**config.mk**
```make
export PLATFORM = sky130hd
export DESIGN_NAME = spd_decoder
export DESIGN_NICKNAME = d
export VERILOG_FILES = /design/src/shared/spd_pkg.sv /design/src/verilog/spd_decoder.sv /design/src/verilog/spd_edge.sv
export SDC_FILE = /design/constraint.sdc
export NUM_CORES = 1
export LEC_CHECK = 0
export ABC_CLOCK_PERIOD_IN_PS = 4300
export BUFFER_PORTS_ARGS = -buffer_cell sky130_fd_sc_hd__buf_4
export CORE_UTILIZATION = 30
export CTS_CLUSTER_DIAMETER = 40
export DETAILED_ROUTE_END_ITERATION = 10
export GPL_ROUTABILITY_DRIVEN = 0
export SYNTH_ARGS = -nofsm -noshare
export SYNTH_HDL_FRONTEND = slang
export SYNTH_HIERARCHICAL = 1
export SYNTH_SLANG_ARGS = --single-unit
```
**constraint.sdc**
```tcl
create_clock -name core_clk -period 4.3 [get_ports core_clk]
set_clock_uncertainty 0.2 [all_clocks]
set_input_delay 0.645 -clock core_clk [delete_from_list [all_inputs] [get_ports core_clk]]
set_output_delay 0.645 -clock core_clk [all_outputs]
set_load 0.05 [all_outputs]
```
**src/shared/spd_pkg.sv**
```systemverilog
// shared constants and types of the step pulse input decoder
// Overview of operation
// - four modes; only one active at once
// - pulse mode steps once per input pulse
// - setting picks direction level meaning clockwise
// - dual pulse: clockwise or counter_clockwise input steps
// - quadrature follows A/B; setting picks lead sense
// - quadrature mode re-emits encoder outputs for chaining
// - idle delay counted from when motion stops
// - idle current is programmable percent, default 50
// - quadrature counts every edge, four per line
package spd_pkg;
   // register offsets
   localparam logic [3:0] ADDR_MODE = 4'h0;
   localparam logic [3:0] ADDR_CFG = 4'h1;
   localparam logic [3:0] ADDR_IDLE_PCT = 4'h2;
   localparam logic [3:0] ADDR_IDLE_DLY = 4'h3;
   localparam logic [3:0] ADDR_STATUS = 4'h4;
   localparam logic [3:0] ADDR_POS = 4'h5;
   // field positions of the config register
   localparam int CFG_DIR_HIGH_CW = 0;
   localparam int CFG_A_LEADS_CW = 1;
   // reset values
   localparam logic [1:0] MODE_RESET = 2'h0;
   localparam logic [1:0] CFG_RESET = 2'h3;
   localparam logic [6:0] IDLE_PCT_RESET = 7'h32;
   localparam logic [6:0] IDLE_PCT_MAX = 7'h64;
   localparam logic [15:0] IDLE_DLY_RESET = 16'h0064;
   // timing: idle delay is counted in milliseconds
   localparam int CLK_MHZ = 250;
   localparam int MS_NS = 1000000;
   localparam int CLK_NS = 1000 / CLK_MHZ;
   localparam int MS_CYCLES = MS_NS / CLK_NS;
   // operating modes
   typedef enum logic [1:0] {
      SPD_MODE_POSITION,
      SPD_MODE_VELOCITY,
      SPD_MODE_SERIAL,
      SPD_MODE_HUB
   } spd_mode_t;
   // pulse input formats
   typedef enum logic [1:0] {
      SPD_FMT_PULSE_DIR,
      SPD_FMT_DUAL_PULSE,
      SPD_FMT_QUADRATURE
   } spd_fmt_t;
   // one decoded step
   typedef struct packed {
      logic step;
      logic clockwise;
   } spd_step_t;
   // the two command input lines
   typedef struct packed {
      logic in_a;
      logic in_b;
   } spd_pins_t;
endpackage : spd_pkg

```
**src/verilog/spd_decoder.sv**
```systemverilog
// step pulse input decoder with idle current reduction
//
// Our own choices: the address-and-strobe port and the placing of the registers.
`timescale 1ns/1ps
module spd_decoder #(
   parameter int POS_W = 32,
   parameter int MS_CYC = spd_pkg::MS_CYCLES
) (
   // clock and reset
   input wire logic core_clk,
   input wire logic reset,
   // register port
   input wire logic [3:0] reg_addr,
   input wire logic [31:0] reg_wdata,
   input wire logic reg_wr,
   input wire logic reg_rd,
   output logic [31:0] reg_rdata,
   // command pins: pulse/dir, clockwise/counter_clockwise, or A/B
   input wire spd_pkg::spd_pins_t cmd_pins,
   // decoded step and chain outputs
   output spd_pkg::spd_step_t step_out,
   output spd_pkg::spd_pins_t chain_pins,
   // current scale in percent of running current
   output logic [6:0] current_pct,
   output logic idle_active
);
   logic rise_a, fall_a, lvl_a, rise_b, fall_b, lvl_b;
   logic [1:0] mode_ff, nxt_mode;
   logic [1:0] fmt_ff, nxt_fmt;
   logic [1:0] cfg_ff, nxt_cfg;
   logic [6:0] pct_ff, nxt_pct;
   logic [15:0] dly_ff, nxt_dly;
   logic [31:0] rdata_ff, nxt_rdata;
   spd_pkg::spd_step_t step_ff, nxt_step;
   spd_pkg::spd_pins_t chain_ff, nxt_chain;
   logic [POS_W-1:0] pos_ff, nxt_pos;
   logic [31:0] tick_ff, nxt_tick;
   logic [15:0] ms_ff, nxt_ms;
   logic idle_ff, nxt_idle;
   logic [6:0] cur_ff, nxt_cur;
   logic quad_cw;

   // edge detectors for both command lines
   spd_edge u_edge_a (
      .core_clk(core_clk),
      .reset(reset),
      .line(cmd_pins.in_a),
      .rise(rise_a),
      .fall(fall_a),
      .level(lvl_a)
   );
   spd_edge u_edge_b (
      .core_clk(core_clk),
      .reset(reset),
      .line(cmd_pins.in_b),
      .rise(rise_b),
      .fall(fall_b),
      .level(lvl_b)
   );

   // register writes and read data; mode is one field so one mode at a time
   always_comb begin
      nxt_mode = mode_ff;
      nxt_fmt = fmt_ff;
      nxt_cfg = cfg_ff;
      nxt_pct = pct_ff;
      nxt_dly = dly_ff;
      nxt_rdata = 32'h0;
      if (reg_wr) begin
         case (reg_addr)
            spd_pkg::ADDR_MODE: begin
               nxt_mode = reg_wdata[1:0];
               // the unused fourth format code falls back to pulse and direction
               nxt_fmt = (reg_wdata[5:4] == 2'h3) ?
                         2'(spd_pkg::SPD_FMT_PULSE_DIR) : reg_wdata[5:4];
            end
            spd_pkg::ADDR_CFG: nxt_cfg = reg_wdata[1:0];
            spd_pkg::ADDR_IDLE_PCT: begin
               // percent above full current is clipped to full
               nxt_pct = (reg_wdata[6:0] > spd_pkg::IDLE_PCT_MAX) ?
                         spd_pkg::IDLE_PCT_MAX : reg_wdata[6:0];
            end
            spd_pkg::ADDR_IDLE_DLY: nxt_dly = reg_wdata[15:0];
            default: begin
            end
         endcase
      end
      if (reg_rd) begin
         case (reg_addr)
            spd_pkg::ADDR_MODE: nxt_rdata = {26'h0, fmt_ff, 2'h0, mode_ff};
            spd_pkg::ADDR_CFG: nxt_rdata = {30'h0, cfg_ff};
            spd_pkg::ADDR_IDLE_PCT: nxt_rdata = {25'h0, pct_ff};
            spd_pkg::ADDR_IDLE_DLY: nxt_rdata = {16'h0, dly_ff};
            spd_pkg::ADDR_STATUS: nxt_rdata = {22'h0, cur_ff, idle_ff, lvl_a, lvl_b};
            spd_pkg::ADDR_POS: nxt_rdata = 32'(pos_ff);
            default: nxt_rdata = 32'h0;
         endcase
      end
   end

   // quadrature sense: A leading B means rise of A while B low, etc.
   always_comb begin
      quad_cw = (rise_a & ~cmd_pins.in_b) | (fall_a & cmd_pins.in_b) |
                (rise_b & cmd_pins.in_a) | (fall_b & ~cmd_pins.in_a);
      if (!cfg_ff[spd_pkg::CFG_A_LEADS_CW]) begin
         quad_cw = ~quad_cw;
      end
   end

   // step decoding per input format; only position mode steps the motor
   always_comb begin
      nxt_step = '0;
      nxt_chain = chain_ff;
      if (mode_ff == 2'(spd_pkg::SPD_MODE_POSITION)) begin
         case (fmt_ff)
            2'(spd_pkg::SPD_FMT_PULSE_DIR): begin
               nxt_step.step = rise_a;
               // direction level meaning clockwise is configurable
               nxt_step.clockwise = (cmd_pins.in_b == cfg_ff[spd_pkg::CFG_DIR_HIGH_CW]);
            end
            2'(spd_pkg::SPD_FMT_DUAL_PULSE): begin
               // coincident pulses cancel rather than pick a side
               nxt_step.step = rise_a ^ rise_b;
               nxt_step.clockwise = rise_a;
            end
            2'(spd_pkg::SPD_FMT_QUADRATURE): begin
               // every edge of either channel is a count
               nxt_step.step = rise_a | fall_a | rise_b | fall_b;
               nxt_step.clockwise = quad_cw;
               nxt_chain = cmd_pins;
            end
            default: nxt_step = '0;
         endcase
      end
   end

   // position counter and idle current timer
   always_comb begin
      nxt_pos = pos_ff;
      nxt_tick = tick_ff;
      nxt_ms = ms_ff;
      nxt_idle = idle_ff;
      nxt_cur = cur_ff;
      if (step_ff.step) begin
         nxt_pos = step_ff.clockwise ? pos_ff + 1'b1 : pos_ff - 1'b1;
      end
      if (nxt_step.step) begin
         // motion restarts the delay and restores full current at once
         nxt_tick = 32'h0;
         nxt_ms = 16'h0;
         nxt_idle = 1'b0;
         nxt_cur = spd_pkg::IDLE_PCT_MAX;
      end else if (!idle_ff) begin
         if (ms_ff >= dly_ff) begin
            nxt_idle = 1'b1;
            nxt_cur = pct_ff;
         end else if (tick_ff == 32'(MS_CYC - 1)) begin
            nxt_tick = 32'h0;
            nxt_ms = ms_ff + 16'h1;
         end else begin
            nxt_tick = tick_ff + 32'h1;
         end
      end else begin
         // percent may be retuned while idle
         nxt_cur = pct_ff;
      end
   end

   // registers
   always_ff @(posedge core_clk) begin
      if (reset) begin
         mode_ff <= spd_pkg::MODE_RESET;
         fmt_ff <= 2'(spd_pkg::SPD_FMT_PULSE_DIR);
         cfg_ff <= spd_pkg::CFG_RESET;
         pct_ff <= spd_pkg::IDLE_PCT_RESET;
         dly_ff <= spd_pkg::IDLE_DLY_RESET;
         rdata_ff <= 32'h0;
         step_ff <= '0;
         chain_ff <= '0;
         pos_ff <= '0;
         tick_ff <= 32'h0;
         ms_ff <= 16'h0;
         idle_ff <= 1'b0;
         cur_ff <= spd_pkg::IDLE_PCT_MAX;
      end else begin
         mode_ff <= nxt_mode;
         fmt_ff <= nxt_fmt;
         cfg_ff <= nxt_cfg;
         pct_ff <= nxt_pct;
         dly_ff <= nxt_dly;
         rdata_ff <= nxt_rdata;
         step_ff <= nxt_step;
         chain_ff <= nxt_chain;
         pos_ff <= nxt_pos;
         tick_ff <= nxt_tick;
         ms_ff <= nxt_ms;
         idle_ff <= nxt_idle;
         cur_ff <= nxt_cur;
      end
   end

   // outputs straight from flops
   assign reg_rdata = rdata_ff;
   assign step_out = step_ff;
   assign chain_pins = chain_ff;
   assign current_pct = cur_ff;
   assign idle_active = idle_ff;
endmodule : spd_decoder

```
**src/verilog/spd_edge.sv**
```systemverilog
// rising and falling edge detector for one synchronous input line
`timescale 1ns/1ps
module spd_edge (
   // clock and reset
   input wire logic core_clk,
   input wire logic reset,
   // line in
   input wire logic line,
   // edges out
   output logic rise,
   output logic fall,
   output logic level
);
   logic prev_ff;
   logic nxt_prev;

   // next previous level
   always_comb begin
      nxt_prev = line;
   end

   // register previous level
   always_ff @(posedge core_clk) begin
      if (reset) begin
         prev_ff <= 1'b0;
      end else begin
         prev_ff <= nxt_prev;
      end
   end

   // edges are combinational; the caller registers the outcome
   assign rise = line & ~prev_ff;
   assign fall = ~line & prev_ff;
   assign level = prev_ff;
endmodule : spd_edge

```
## Word level (Yosys, flattened, before mapping)

Cells that the tools add are included.

- Add/sub/neg operators: 4
- Magnitude comparators: 2
- Equality and inequality tests: 10
- Mux-type cells: 12
- Bitwise operators: 24
- Reduce and logical (&&, ||, !) cells: 14

Operators with widths:

| operator | count |
|---|---|
| $pmux W32 S6 | 1 |
| $add A32 B1 Y32 const B | 2 |
| $mux W32 | 2 |
| $eq A32 B18 Y1 const B | 1 |
| $sub A32 B1 Y32 const B | 1 |
| $mux W7 | 3 |
| $add A16 B1 Y16 const B | 1 |
| $ge A16 B16 Y1 | 1 |
| $reduce_and A2 Y1 | 6 |
| $not A1 Y1 | 9 |
| $and A1 B1 Y1 | 8 |
| $eq A4 B2 Y1 const B | 2 |
| $eq A4 B3 Y1 const B | 2 |
| $gt A7 B7 Y1 const B | 1 |
| $or A1 B1 Y1 | 6 |
| $pmux W2 S3 | 1 |
| $reduce_or A2 Y1 | 3 |
| $eq A2 B2 Y1 const B | 2 |
| $eq A4 B1 Y1 const B | 1 |
| $logic_not A2 Y1 | 2 |
| $logic_not A4 Y1 | 1 |
| $mux W2 | 2 |
| $mux W1 | 3 |
| $reduce_and A3 Y1 | 1 |
| 4 further kinds | 4 |

- Register bits after elaboration: 155
- Bits of input ports: 42

## Logic depth before layout (Yosys ltp)

- Word-level depth: 11
- Mapped depth: 12
- Depth with buffers taken out: 10

## Modules after synthesis

The synthesis kept the hierarchy.

By module, submodules not included:

| module | times used | cells an instance | area an instance (um^2) |
|---|---|---|---|
| spd_decoder | 1 | 1,034 | 8,460.6 |
| spd_edge | 2 | 4 | 38.8 |

## Worst setup path after synthesis

Ideal clock, no wire load.

- Kind: reg-to-reg
- Start point: register step_ff, in the netlist step_out[0]
- End point: register pos_ff[31]
- Arrival: 3.691 ns
- Setup slack: 0.287 ns
- Stages on the path, launching flop included: 11
- Period minus slack after synthesis: 4.013 ns
- Cells stage by stage: dfxtp_1 -> inv_1 -> ha_1 -> a21o_1 -> a221o_1 -> or3_4 -> a211oi_4 -> nor4b_2 -> o21a_1 -> o211a_1 -> mux2_4

- Word-level cells in the longest chain between the ends: 1

Ends and longest elaborated chain:

| element | line | RTL |
|---|---|---|
| from (decl) | spd_decoder.sv:34 | `spd_pkg::spd_step_t step_ff, nxt_step;` |
| from (signal assigned) | spd_decoder.sv:192 | `step_ff <= nxt_step;` |
| $mux W32 | spd_decoder.sv:145 | `nxt_pos = step_ff.clockwise ? pos_ff + 1'b1 : pos_ff - 1'b1;` |
| to (signal assigned) | spd_decoder.sv:194 | `pos_ff <= nxt_pos;` |
| to (decl) | spd_decoder.sv:36 | `logic [POS_W-1:0] pos_ff, nxt_pos;` |

Every way passes these cells.
A chain may end at the register's enable or synchronous reset.

## Worst setup path after layout

- Start point: register step_ff, in the netlist step_out[0]
- End point: register pos_ff[29]

The elaborated chain is that of the path after synthesis.

==> results.ini <==
[outcome]
status=complete, no violations

[worst_setup_path]
worst-path-max-fanout=16
cp_data_arrival_time_ps=3880
crit_required_ps=4430
max_stage_delay_ps=500
crit_type=flop to flop
slowest_stage=nor4b_2
critPathBufInv=2
critPathLaunchType=flop
end_kind=flop
critPathTopFamily=simple AND/OR/NAND/NOR gates
cp_cell_sequence=inv_1, buf_4, ha_1, and2_1, o21ai_1, a31oi_2, nor3_2, nor4b_2, o211ai_1, and3_1, o311a_1

[timing]
worstMarginPinSlew_ps=1160
slew_viol_final=0
setup_viol=0
fin_crit_sh_pct=87.2
fin_crit_ps=3750
slew_headroom_pct=22.6
rsz0062_at_grt=no
final_hold_viol_count=0
setup-tns-final_ps=0
whs_ps=268
fmax_mhz=267

[place]
place_area_um2=9430
portBuffers=69
place_hpwl_mm=16.3

[job]
drv_cap=0

[logic_synthesis]
ys_seq_area_share_pct=36.3
ys_ff_latch=155
syn_area_um2=8540
async_reset_ff_share_pct=0
synth_edf_count=0
syn-mean-instance-area_um2=8.19
ys_types=80
syn_nets=1133
synth_ff_type=dfxtp_1
yosysWarnings=6
syn_inst=1042

[grt]
overflow=0
grt_max_degree=65
track_usage_pct=16.1
grt_pass1_vias=7126
grt_pass1_wl_mm=37.2
antenna_found_initial=0

[route]
drt_iter0_drc=612
drt_first_pass_iters=6
vias=7815
drt-total-wl_mm=22.9
viasPerCell=5.27
antenna_left=0
drc=0
routedWlPerCell_um=15.4

[layout]
design_area_um2=10000
ff_latch_area_um2=3100
area_growth_pct=17.2
fillerInstances=2882
antennaDiodeCount=0
drive_gt1_share_pct=12.8
nNetsFinal=1185
multi_input_area_um2=5130

[clocking]
hold_buffers=0
clk_latency_ps=440
cts_sinks=155
h-tree-depth=4
cts_buffers=17
postCtsSetupRepairBufs=0
clk_pin_slew_worst_paths_ps=70
root_buffer=clkbuf_16
clockBufferDepth=2
cts_tree=done
cts-resized-gates=0

[floorplanning]
start_util_pct=30.6
die_area_um2=29100
die_w_um=171
ios=86
rows=61
core_area_um2=27900
die_h_um=171

[hold_path]
hp-class=input port to flop

[pwr]
p_per_area_nw_per_um2=373
p_leak_uw=0.00376
power_uw=3740
ir_worst_vdd_uv=237

## per-layer routing
metal  vias to the layer above  part of all wire, %  track usage [%]
met3                        21                  5.3             3.01
met1                      3654                   51             23.7
li1                       3943                    -                -
met2                       197                   42             23.4
met4                         0                  1.4             4.74
met5                         -                    0                0
## Yosys cell counts (23+ instances only)
cell type,n,area share [%]
dfxtp_1,155,36
a21oi_1,114,6.7
nand2_1,110,4.8
nor2_1,76,3.3
ha_1,48,7.0
nand3_1,43,2.5
o21ai_1,40,2.3
clkbuf_1,39,1.7
inv_1,31,1.4
a22oi_1,24,2.1
and2_1,23,1.7
o21ai_0,23,1.3
or3_1,23,1.7
## sequential cells by signal, summed over array words and instances (netlist names)
signal and count:
step_out 2, ms_ff 16, reg_rdata 32, cfg_ff 2, pct_ff 7, mode_ff 2
dly_ff 16, idle_active 1, chain_pins 2, u_edge_b/level 1, current_pct 7, fmt_ff 2
tick_ff 32, pos_ff 32, u_edge_a/level 1
## where the power goes
part	internal [uW]	switching, uW	total [uW]	leakage (uW)
clock	870	639	1510	0.000275
combinational	300	414	714	0.00223
sequential	1480	35.9	1510	0.00126
total	2650	1090	3740	0.00376
## through the flow
step	util [%]	std cells	worst slack, ps
after global placement	33.9	1453	670
final	35.9	1483	552
after CTS	35.9	1483	576
after floorplan	-	1042	287
after detailed placement	33.9	1453	612
after global routing	35.9	1483	236
## cell usage in the layout (no fill, tap or decap), drive strengths merged, types with 5 or more instances in the layout
master and count:
nor4b 5, clkbuf 18, and2 23, a21oi 115
o21a 5, xnor2 9, nor2 76, a21o 17
ha 48, o21ai 63, nor4 9, and3 21
dfxtp 155, inv 35, buf 81, nand4 18
a31oi 19, xor2 10, o211ai 7, nand3b 8
nand2 110, nor2b 15, mux2i 21, nor3 19
a22oi 24, or3 24, nand4b 9, a211oi 8
and4 5, or2 8, or4 7, nand3 44
## worst reg2reg max path, stage by stage (launching register included)
cell	delay, ps
dfxtp_1	440
inv_1	330
buf_4	330
ha_1	410
and2_1	190
o21ai_1	80
a31oi_2	290
nor3_2	120
nor4b_2	500
o211ai_1	210
and3_1	220
o311a_1	320
## final cells by class
| cell class | instances | share of cell area [%] |
|---|---|---|
| clock buffer | 18 | 4.39 |
| clock inverter | 12 | 1.40 |
| inverter | 32 | 1.20 |
| multi-input combinational | 807 | 51.2 |
| sequential | 155 | 31.0 |
| tap | 378 | 4.73 |
| timing repair buffer | 81 | 6.07 |
## worst paths after layout
kind | start | end | slack [ps] | cells after the start
max | step_out[0]$_SDFF_PP0_ | pos_ff[29]$_SDFFE_PP0P_ | 550 | 11
min | reg_wdata[2] | dly_ff[2]$_SDFFE_PP1P_ | 270 | 3
max reg2reg | step_out[0]$_SDFF_PP0_ | pos_ff[29]$_SDFFE_PP0P_ | 550 | 11
min reg2reg | dly_ff[3]$_SDFFE_PP0P_ | dly_ff[3]$_SDFFE_PP0P_ | 280 | 2
## kinds of logic after synthesis
| family | Yosys count | synth area share, % |
|---|---|---|
| mux | 24 | 2.90 |
| compound gates | 304 | 22.3 |
| xor+xnor | 19 | 1.95 |
| flops | 155 | 36.3 |
| buf+inv | 80 | 4.03 |
| fa+ha+maj | 49 | 7.27 |
| simple gates | 411 | 25.2 |
No activity file was read; power rests on OpenSTA's default activity.
